## src/hdl/dtr_defs.svh

```systemverilog
// Purpose: offsets, field positions, reset values and timing counts of the relay timers
// Assumes: 32-bit AXI4-Lite register words, one aligned word per register
// Notes: times are held as hours, minutes, seconds and hundredths of a second
`ifndef DTR_DEFS_SVH
`define DTR_DEFS_SVH

// register byte offsets
`define DTR_REG_OFFD_T 8'h00
`define DTR_REG_ONF_TH 8'h04
`define DTR_REG_ONF_TL 8'h08
`define DTR_REG_PLS_T 8'h0C
`define DTR_REG_BLK_TH 8'h10
`define DTR_REG_BLK_TL 8'h14
`define DTR_REG_STATUS 8'h18
`define DTR_REG_VAL_OFFD 8'h20
`define DTR_REG_VAL_ONF 8'h24
`define DTR_REG_VAL_PLS 8'h28
`define DTR_REG_VAL_BLK 8'h2C

// duration word fields: hours, minutes, seconds, 10 ms units
`define DTR_F_HR 31:22
`define DTR_F_MIN 21:16
`define DTR_F_SEC 13:8
`define DTR_F_CS 6:0
`define DTR_PARAM_MASK 32'hFFFF3F7F
`define DTR_PARAM_RST 32'h00000100
`define DTR_NPARAM 6

// block slots on the pin vectors
`define DTR_NBLK 5
`define DTR_B_OFFD 0
`define DTR_B_ONF 1
`define DTR_B_PLS 2
`define DTR_B_TGL 3
`define DTR_B_BLK 4

// timing: base tick and clock rate
`define DTR_TICK_MS 10
`define DTR_CLK_MHZ 200
`define DTR_HALF_TICK_CYC (`DTR_TICK_MS * 1000 * `DTR_CLK_MHZ / 2)

// bus answers
`define DTR_RESP_OKAY 2'h0
`define DTR_RESP_SLVERR 2'h2

`endif

```

## src/hdl/dtr_pkg.sv

```systemverilog
// Purpose: types shared by the relay timer block and its bench
// Assumes: constants live in dtr_defs.svh
// Notes: bus signals travel as packed structs
package dtr_pkg;

    // master to slave half of the AXI4-Lite port
    typedef struct packed {
        logic awvalid;
        logic [7:0] awaddr;
        logic wvalid;
        logic [31:0] wdata;
        logic [3:0] wstrb;
        logic bready;
        logic arvalid;
        logic [7:0] araddr;
        logic rready;
    } dtr_axi_req_s;

    // slave to master half of the AXI4-Lite port
    typedef struct packed {
        logic awready;
        logic wready;
        logic bvalid;
        logic [1:0] bresp;
        logic arready;
        logic rvalid;
        logic [31:0] rdata;
        logic [1:0] rresp;
    } dtr_axi_rsp_s;

    // blinker phases
    typedef enum logic [1:0] {
        BLK_IDLE,
        BLK_HIGH,
        BLK_LOW
    } dtr_blk_e;

endpackage

```

## src/hdl/dtr_top.sv

```systemverilog
// Purpose: five timer relay blocks with AXI4-Lite durations and value words
// Assumes: trigger and reset pins are asynchronous to CLK
// Notes: durations count in 10 ms ticks; the off-delay counts 5 ms half ticks
//
// The AXI4-Lite interface to the registers and the address map are this design's own decisions.
`timescale 1ns/1ps
`include "dtr_defs.svh"

// Contract
// - off-delay output follows trigger high at once
// - trigger fall starts off-delay, expiry clears output
// - each trigger fall restarts off-delay from zero
// - off-delay reset clears timer and output first
// - durations held as hours minutes seconds hundredths
// - off-delay error stays within 5 ms
// - on/off rising trigger starts on-delay timing
// - trigger held through on-delay sets output
// - early trigger fall cancels on-delay timing
// - trigger fall starts off-delay, expiry clears output
// - early trigger rise cancels off-delay timing
// - on/off reset clears timings and output first
// - one-shot rising trigger gives pulse of set width
// - one-shot ignores trigger while pulse is high
// - one-shot reset forces output low at once
// - toggle latch inverts on each trigger rise
// - toggle reset wins over same-cycle trigger edge
// - toggle latch clears at power up
// - trigger high at start counts as rise
// - blinker cycles high/low while trigger held
// - timed blocks publish elapsed value continuously
module dtr_top #(
    parameter int unsigned HALF_TICK_CYC = `DTR_HALF_TICK_CYC
) (
    input wire logic CLK,
    input wire logic SYS_RST,
    input wire dtr_pkg::dtr_axi_req_s AXI_REQ,
    output dtr_pkg::dtr_axi_rsp_s AXI_RSP,
    input wire logic [`DTR_NBLK-1:0] TRG_IN,
    input wire logic [`DTR_NBLK-1:0] RST_IN,
    output logic [`DTR_NBLK-1:0] Q_OUT
);
    import dtr_pkg::*;

    // duration word to 10 ms ticks
    function automatic logic [31:0] to_ticks(input logic [31:0] p);
        logic [31:0] h;
        logic [31:0] m;
        logic [31:0] s;
        logic [31:0] c;
        h = {22'h0, p[`DTR_F_HR]};
        m = {26'h0, p[`DTR_F_MIN]};
        s = {26'h0, p[`DTR_F_SEC]};
        c = {25'h0, p[`DTR_F_CS]};
        return ((h * 32'h3C + m) * 32'h3C + s) * 32'h64 + c;
    endfunction

    // writable duration register decode
    function automatic logic is_param(input logic [7:0] a);
        return a[7:2] < 6'(`DTR_NPARAM);
    endfunction

    // byte-lane merge of a write
    function automatic logic [31:0] merge(input logic [31:0] o, input logic [31:0] d,
                                          input logic [3:0] st);
        logic [31:0] r;
        r = o;
        for (int b = 0; b < 4; b++) begin
            if (st[b]) begin
                r[b*8 +: 8] = d[b*8 +: 8];
            end
        end
        return r;
    endfunction

    logic [`DTR_NBLK-1:0] trg_m_q, trg_s, rst_m_q, rst_s, trg_p_q, rise, fall;
    logic [31:0] div_q;
    logic half_q, phase_q, tick;
    logic [31:0] par_q [`DTR_NPARAM];
    logic [31:0] t_offd, t_onh, t_onl, t_pls, t_blh, t_bll;
    logic offd_run_q, offd_q_q;
    logic [31:0] offd_cnt_q;
    logic onf_on_run_q, onf_off_run_q, onf_q_q;
    logic [31:0] onf_cnt_q;
    logic pls_q_q;
    logic [31:0] pls_cnt_q;
    logic tgl_q_q;
    dtr_blk_e blk_st_q;
    logic blk_q_q;
    logic [31:0] blk_cnt_q;
    logic aw_have_q, w_have_q, bvalid_q, rvalid_q;
    logic [7:0] aw_addr_q;
    logic [31:0] w_data_q, rdata_q, rd_word;
    logic [3:0] w_strb_q;
    logic [1:0] bresp_q, rresp_q, rd_resp;
    logic wr_fire;

    // two-flop synchronisers for the asynchronous pins
    generate
        for (genvar i = 0; i < `DTR_NBLK; i++) begin : g_sync
            always_ff @(posedge CLK or posedge SYS_RST) begin
                if (SYS_RST) begin
                    trg_m_q[i] <= 1'b0;
                    trg_s[i] <= 1'b0;
                    rst_m_q[i] <= 1'b0;
                    rst_s[i] <= 1'b0;
                end else begin
                    trg_m_q[i] <= TRG_IN[i];
                    trg_s[i] <= trg_m_q[i];
                    rst_m_q[i] <= RST_IN[i];
                    rst_s[i] <= rst_m_q[i];
                end
            end
        end
    endgenerate

    // previous sample clears to 0, so a trigger high at start reads as a rise
    always_ff @(posedge CLK or posedge SYS_RST) begin
        if (SYS_RST) begin
            trg_p_q <= '0;
        end else begin
            trg_p_q <= trg_s;
        end
    end
    assign rise = trg_s & ~trg_p_q;
    assign fall = ~trg_s & trg_p_q;

    // 5 ms half tick; every second one is the common 10 ms tick
    always_ff @(posedge CLK or posedge SYS_RST) begin
        if (SYS_RST) begin
            div_q <= '0;
            half_q <= 1'b0;
            phase_q <= 1'b0;
        end else begin
            half_q <= (div_q == 32'(HALF_TICK_CYC - 1));
            if (div_q == 32'(HALF_TICK_CYC - 1)) begin
                div_q <= '0;
                phase_q <= ~phase_q;
            end else begin
                div_q <= div_q + 32'h1;
            end
        end
    end
    assign tick = half_q & ~phase_q;

    assign t_offd = to_ticks(par_q[0]);
    assign t_onh = to_ticks(par_q[1]);
    assign t_onl = to_ticks(par_q[2]);
    assign t_pls = to_ticks(par_q[3]);
    assign t_blh = to_ticks(par_q[4]);
    assign t_bll = to_ticks(par_q[5]);

    // off-delay timer; half ticks keep the start-phase error within 5 ms
    always_ff @(posedge CLK or posedge SYS_RST) begin
        if (SYS_RST) begin
            offd_run_q <= 1'b0;
            offd_cnt_q <= '0;
            offd_q_q <= 1'b0;
        end else if (rst_s[`DTR_B_OFFD]) begin
            offd_run_q <= 1'b0;
            offd_cnt_q <= '0;
            offd_q_q <= 1'b0;
        end else if (trg_s[`DTR_B_OFFD]) begin
            offd_run_q <= 1'b0;
            offd_cnt_q <= '0;
            offd_q_q <= 1'b1;
        end else if (fall[`DTR_B_OFFD]) begin
            offd_run_q <= 1'b1;
            offd_cnt_q <= '0;
            offd_q_q <= 1'b1;
        end else if (offd_run_q && half_q) begin
            if (offd_cnt_q + 32'h1 >= {t_offd[30:0], 1'b0}) begin
                offd_run_q <= 1'b0;
                offd_cnt_q <= '0;
                offd_q_q <= 1'b0;
            end else begin
                offd_cnt_q <= offd_cnt_q + 32'h1;
            end
        end
    end

    // on/off-delay timer, one counter shared by both timings
    always_ff @(posedge CLK or posedge SYS_RST) begin
        if (SYS_RST) begin
            onf_on_run_q <= 1'b0;
            onf_off_run_q <= 1'b0;
            onf_cnt_q <= '0;
            onf_q_q <= 1'b0;
        end else if (rst_s[`DTR_B_ONF]) begin
            onf_on_run_q <= 1'b0;
            onf_off_run_q <= 1'b0;
            onf_cnt_q <= '0;
            onf_q_q <= 1'b0;
        end else if (rise[`DTR_B_ONF]) begin
            onf_on_run_q <= 1'b1;
            onf_off_run_q <= 1'b0;
            onf_cnt_q <= '0;
        end else if (fall[`DTR_B_ONF]) begin
            onf_on_run_q <= 1'b0;
            onf_off_run_q <= 1'b1;
            onf_cnt_q <= '0;
        end else if (tick && (onf_on_run_q || onf_off_run_q)) begin
            if (onf_cnt_q + 32'h1 >= (onf_on_run_q ? t_onh : t_onl)) begin
                onf_q_q <= onf_on_run_q;
                onf_on_run_q <= 1'b0;
                onf_off_run_q <= 1'b0;
                onf_cnt_q <= '0;
            end else begin
                onf_cnt_q <= onf_cnt_q + 32'h1;
            end
        end
    end

    // one-shot; a rise only counts while the output is low
    always_ff @(posedge CLK or posedge SYS_RST) begin
        if (SYS_RST) begin
            pls_q_q <= 1'b0;
            pls_cnt_q <= '0;
        end else if (rst_s[`DTR_B_PLS]) begin
            pls_q_q <= 1'b0;
            pls_cnt_q <= '0;
        end else if (!pls_q_q && rise[`DTR_B_PLS]) begin
            pls_q_q <= 1'b1;
            pls_cnt_q <= '0;
        end else if (pls_q_q && tick) begin
            if (pls_cnt_q + 32'h1 >= t_pls) begin
                pls_q_q <= 1'b0;
                pls_cnt_q <= '0;
            end else begin
                pls_cnt_q <= pls_cnt_q + 32'h1;
            end
        end
    end

    // toggle latch; power-up reset clears it
    always_ff @(posedge CLK or posedge SYS_RST) begin
        if (SYS_RST) begin
            tgl_q_q <= 1'b0;
        end else if (rst_s[`DTR_B_TGL]) begin
            tgl_q_q <= 1'b0;
        end else if (rise[`DTR_B_TGL]) begin
            tgl_q_q <= ~tgl_q_q;
        end
    end

    // blinker; starts on trigger level so it resumes after reset
    always_ff @(posedge CLK or posedge SYS_RST) begin
        if (SYS_RST) begin
            blk_st_q <= BLK_IDLE;
            blk_q_q <= 1'b0;
            blk_cnt_q <= '0;
        end else if (rst_s[`DTR_B_BLK] || !trg_s[`DTR_B_BLK]) begin
            blk_st_q <= BLK_IDLE;
            blk_q_q <= 1'b0;
            blk_cnt_q <= '0;
        end else begin
            case (blk_st_q)
                BLK_IDLE: begin
                    blk_st_q <= BLK_HIGH;
                    blk_q_q <= 1'b1;
                    blk_cnt_q <= '0;
                end
                BLK_HIGH, BLK_LOW: begin
                    if (tick) begin
                        if (blk_cnt_q + 32'h1 >= (blk_q_q ? t_blh : t_bll)) begin
                            blk_st_q <= blk_q_q ? BLK_LOW : BLK_HIGH;
                            blk_q_q <= ~blk_q_q;
                            blk_cnt_q <= '0;
                        end else begin
                            blk_cnt_q <= blk_cnt_q + 32'h1;
                        end
                    end
                end
                default: begin
                    blk_st_q <= BLK_IDLE;
                    blk_q_q <= 1'b0;
                end
            endcase
        end
    end

    assign Q_OUT = {blk_q_q, tgl_q_q, pls_q_q, onf_q_q, offd_q_q};

    // write channels are captured in either order, then applied together
    assign wr_fire = aw_have_q && w_have_q && !bvalid_q;
    always_ff @(posedge CLK or posedge SYS_RST) begin
        if (SYS_RST) begin
            aw_have_q <= 1'b0;
            w_have_q <= 1'b0;
            aw_addr_q <= '0;
            w_data_q <= '0;
            w_strb_q <= '0;
            bvalid_q <= 1'b0;
            bresp_q <= `DTR_RESP_OKAY;
        end else begin
            if (AXI_REQ.awvalid && AXI_RSP.awready) begin
                aw_have_q <= 1'b1;
                aw_addr_q <= AXI_REQ.awaddr;
            end
            if (AXI_REQ.wvalid && AXI_RSP.wready) begin
                w_have_q <= 1'b1;
                w_data_q <= AXI_REQ.wdata;
                w_strb_q <= AXI_REQ.wstrb;
            end
            if (wr_fire) begin
                aw_have_q <= 1'b0;
                w_have_q <= 1'b0;
                bvalid_q <= 1'b1;
                bresp_q <= is_param(aw_addr_q) ? `DTR_RESP_OKAY : `DTR_RESP_SLVERR;
            end else if (bvalid_q && AXI_REQ.bready) begin
                bvalid_q <= 1'b0;
            end
        end
    end

    // duration registers; unused field bits never store
    always_ff @(posedge CLK or posedge SYS_RST) begin
        if (SYS_RST) begin
            for (int i = 0; i < `DTR_NPARAM; i++) begin
                par_q[i] <= `DTR_PARAM_RST;
            end
        end else if (wr_fire && is_param(aw_addr_q)) begin
            par_q[aw_addr_q[4:2]] <= merge(par_q[aw_addr_q[4:2]], w_data_q, w_strb_q)
                                     & `DTR_PARAM_MASK;
        end
    end

    // read decode; value words are live counters, not snapshots
    always_comb begin
        rd_word = '0;
        rd_resp = `DTR_RESP_OKAY;
        if (is_param(AXI_REQ.araddr)) begin
            rd_word = par_q[AXI_REQ.araddr[4:2]];
        end else begin
            case ({AXI_REQ.araddr[7:2], 2'b00})
                `DTR_REG_STATUS: rd_word = {11'h0, rst_s, 3'h0, trg_s, 3'h0, Q_OUT};
                `DTR_REG_VAL_OFFD: rd_word = {1'b0, offd_cnt_q[31:1]};
                `DTR_REG_VAL_ONF: rd_word = onf_cnt_q;
                `DTR_REG_VAL_PLS: rd_word = pls_cnt_q;
                `DTR_REG_VAL_BLK: rd_word = blk_cnt_q;
                default: rd_resp = `DTR_RESP_SLVERR;
            endcase
        end
    end

    always_ff @(posedge CLK or posedge SYS_RST) begin
        if (SYS_RST) begin
            rvalid_q <= 1'b0;
            rdata_q <= '0;
            rresp_q <= `DTR_RESP_OKAY;
        end else if (AXI_REQ.arvalid && !rvalid_q) begin
            rvalid_q <= 1'b1;
            rdata_q <= rd_word;
            rresp_q <= rd_resp;
        end else if (rvalid_q && AXI_REQ.rready) begin
            rvalid_q <= 1'b0;
        end
    end

    // ready terms are combinational; one write and one read in flight at most
    assign AXI_RSP.awready = !aw_have_q && !bvalid_q;
    assign AXI_RSP.wready = !w_have_q && !bvalid_q;
    assign AXI_RSP.bvalid = bvalid_q;
    assign AXI_RSP.bresp = bresp_q;
    assign AXI_RSP.arready = !rvalid_q;
    assign AXI_RSP.rvalid = rvalid_q;
    assign AXI_RSP.rdata = rdata_q;
    assign AXI_RSP.rresp = rresp_q;
endmodule

```

## config.mk

```make
export PLATFORM = sky130hd
export DESIGN_NAME = dtr_top
export DESIGN_NICKNAME = d
export VERILOG_FILES = /design/src/hdl/dtr_pkg.sv /design/src/hdl/dtr_top.sv
export VERILOG_INCLUDE_DIRS = /design/src /design/src/hdl
export SDC_FILE = /design/constraint.sdc
export NUM_CORES = 2
export LEC_CHECK = 0
export BUFFER_PORTS_ARGS = -buffer_cell sky130_fd_sc_hd__buf_2
export CAP_MARGIN = 20
export CELL_PAD_IN_SITES_DETAIL_PLACEMENT = 2
export CELL_PAD_IN_SITES_GLOBAL_PLACEMENT = 2
export CORE_AREA = 2 2 395 397
export CTS_BUF_LIST = sky130_fd_sc_hd__clkbuf_8
export DETAILED_ROUTE_END_ITERATION = 6
export DIE_AREA = 0 0 397 399
export PLACE_DENSITY = 0.8
export SLEW_MARGIN = 25
export SYNTH_ARGS = -nofsm -noshare
export SYNTH_HDL_FRONTEND = slang
export SYNTH_SLANG_ARGS = --single-unit
```

## constraint.sdc

```tcl
create_clock -name CLK -period 19.6 [get_ports CLK]
set_input_delay 2.94 -clock CLK [delete_from_list [all_inputs] [get_ports CLK]]
set_output_delay 2.94 -clock CLK [all_outputs]
set_load 0.005 [all_outputs]
```

==> results.yml <==
cts:
  postCtsHoldBufs: 0
  cts_root_buffer: "clkbuf_8"
  cts_resized: 0
  tritoncts: "done"
  clkTransAtPathRegs_ns: 0.08
  cts.sink_count: 446
  numCtsBuffers: 90
  clk_path_buf_depth: 3
  clk_latency_ns: 0.85
  cts_setup_buffers: 0
  htreeDepth: 3
setup_path:
  cpPeakStageDelay_ns: 0.64
  reg2reg_from: "par_q[56]$_DFFE_PP0P_"
  startpoint_type: "flip-flop"
  r2r_cells: 52
  crit_type: "flip-flop to flip-flop"
  crit_top_cell: "inv_1"
  r2r_setup_slack_ns: 4.49
  arrival_ns: 15.81
  worstReg2RegEnd: "blk_cnt_q[10]$_DFFE_PP0P_"
  crit_start: "par_q[56]$_DFFE_PP0P_"
  cp_slowest_cell: "a21boi_0"
  critPathRequiredTime_ns: 20.30
  worstPathMaxFanout: 34
  crit_path_end_kind: "flip-flop"
floorplanning:
  die_h_um: 399
  fp-row-count: 144
  dieWidth_um: 397
  dieArea_um2: 158000
  core_um2: 154000
  ioPinCount: 115
  start_util_pct: 42.8
timing:
  slew_viol_final: 0
  fin_tns_setup_ns: 0
  fin_crit_ns: 15.11
  rsz0062_at_grt: "no"
  max_freq_mhz: 66.2
  finalHoldViolations: 0
  relSlewSlack_pct: 25.0
  finalSetupViolCount: 0
  finalCritPeriodShare_pct: 77.1
  worstMarginPinSlew_ns: 1.12
  clock-skew-final_ns: 0.100
logic_synthesis:
  ys_types: 109
  yosys.area.top_type: "ha_1"
  synth_seq_cells: 446
  ys_seq_area_share_pct: 17.0
  avgSynthCellArea_um2: 8.98
  synth_edf_count: 0
  synth_commonest_cells: "926 x ha_1, 807 x inv_1, 478 x nand2_1"
  synth.most_common_cell: "ha_1"
  synth_area_leaders: "ha_1 18%, dfrtp_1 17%, fa_1 12%"
  synthFlopType: "dfrtp_1"
  syn_inst: 7328
  ys_async_sr_fraction_pct: 100
  netlist.area_leader.share_pct: 17.6
  syn_area_um2: 65800
  yosysWarnings: 0
cells_and_area:
  layout-drive-gt1-share_pct: 9.28
  fillCellCount: 16787
  multi_input_area_um2: 50800
  stdcell_count: 9480
  seqCellArea_um2: 11200
  area_growth_pct: 7.12
  utilization_pct: 45.8
  layout.nets: 8749
hold_path:
  hold_end: "rst_s[4]$_DFF_PP0_"
  hp-class: "flip-flop to flip-flop"
  min_from: "rst_m_q[4]$_DFF_PP0_"
  holdPathStages: 0
placement:
  place_congestion: 0.927
  io_buffers: 105
  hpwl_um: 196000
  placed_cells: 9298
route:
  totalWireLength_um: 262000
  dr_total_vias: 58268
  drt_iter0_drc: 3900
  vias_per_cell: 6.15
  drtAntennaViolNets: 0
  drt_first_pass_iters: 7
  drc_errors: 0
  wl_per_cell_um: 27.6
flow_run:
  drv_cap: 0
global_routing:
  grt_pass1_vias: 64872
  grt_max_degree: 72
  grt_pass1_wl_um: 391000
  antenna_found_initial: 29
  track_usage_pct: 31.6
  overflow: 0
run_status:
  status: "finished clean"
==> cell families after synthesis <==
family	Yosys count	share of synthesized area (%)
multiplexers	387	7.49
XOR/XNOR	770	10.3
adder cells (fa/ha/maj)	1334	30.0
AND/OR/NAND/NOR	1864	14.4
other	1	0.00570
buffers and inverters	1033	5.97
flip-flops	446	17.0
AO/OA/AOI/OAI	1493	14.9
==> through the flow <==
stage               hold slack, ns  setup WS (ns)  instance area, µm²
floorplan                    0.331           4.24               65800
global placement             0.333           5.49               68400
detailed placement           0.339           5.09               68500
CTS                          0.351           5.08               70400
global route                 0.360           3.68               70400
finish                       0.350           4.49               70500
==> sequential cells by signal (all words and copies together), names as in the netlist, 2 cells and up <==
| name | flops |
|---|---|
| par_q | 174 |
| blk_cnt_q | 32 |
| div_q | 32 |
| offd_cnt_q | 32 |
| onf_cnt_q | 32 |
| pls_cnt_q | 32 |
| rdata_q | 32 |
| w_data_q | 29 |
| aw_addr_q | 6 |
| rst_m_q | 5 |
| rst_s | 5 |
| trg_m_q | 5 |
| trg_s | 5 |
| trg_p_q | 4 |
| w_strb_q | 4 |
| blk_st_q | 2 |
==> critical path, delay by kind of cell (launching register included) <==
kind	cells	cell delay, ns
compound gates	14	3.62
mux	1	0.09
buf+inv	8	1.04
xor+xnor	5	2.04
flops	1	0.52
simple gates	13	2.88
fa+ha+maj	11	4.80
==> metal layers <==
layer | vias up | global-route usage, % | share of wire, %
met5 | - | 0 | 0.026
met3 | 687 | 4.15 | 5.4
met1 | 29979 | 38.0 | 40
met4 | 10 | 16.9 | 6.4
met2 | 1816 | 54.7 | 48
li1 | 25776 | - | -
==> cell usage in the layout, fill, tap and decap left out, types with 62 or more instances in the layout <==
master      n
a21o_1    166
a21oi_1   353
and3_1    110
buf_2     104
clkbuf_8  110
dfrtp_1   436
fa_1      406
ha_1      926
inv_1     833
mux2_2    231
mux2i_1    95
nand2_1   477
nand2b_1   92
nand3_1   214
nand4_1   106
nor2_1    384
nor2b_1    84
nor3_1    116
o21a_1     62
o21ai_0   305
o22ai_1    74
xnor2_1   458
xor2_1    306
==> final cells by class <==
class / instances / share of cell area [%]
multi-input cells: 5850 / 72.1
diodes: 13 / 0.0462
flip-flops and latches: 446 / 15.9
well taps: 2044 / 3.63
repair buffers: 152 / 1.30
inverters: 808 / 4.31
clock inverters: 57 / 0.570
clock buffers: 110 / 2.15
==> how the worst max path moves through the flow <==
stage,cells past startpoint,end,slack (ns)
after floorplan,1,aw_addr_q[2]$_DFFE_PP0P_,4.24
after global placement,46,pls_cnt_q[10]$_DFFE_PP0P_,5.49
after detailed placement,52,blk_cnt_q[10]$_DFFE_PP0P_,5.09
after CTS,52,blk_cnt_q[10]$_DFFE_PP0P_,5.08
after global routing,54,blk_cnt_q[10]$_DFFE_PP0P_,3.68
final,52,blk_cnt_q[10]$_DFFE_PP0P_,4.49
Power is left out: the tool's default activity adds up to more than one toggle a clock period on the data nets, which glitch-free logic cannot reach.
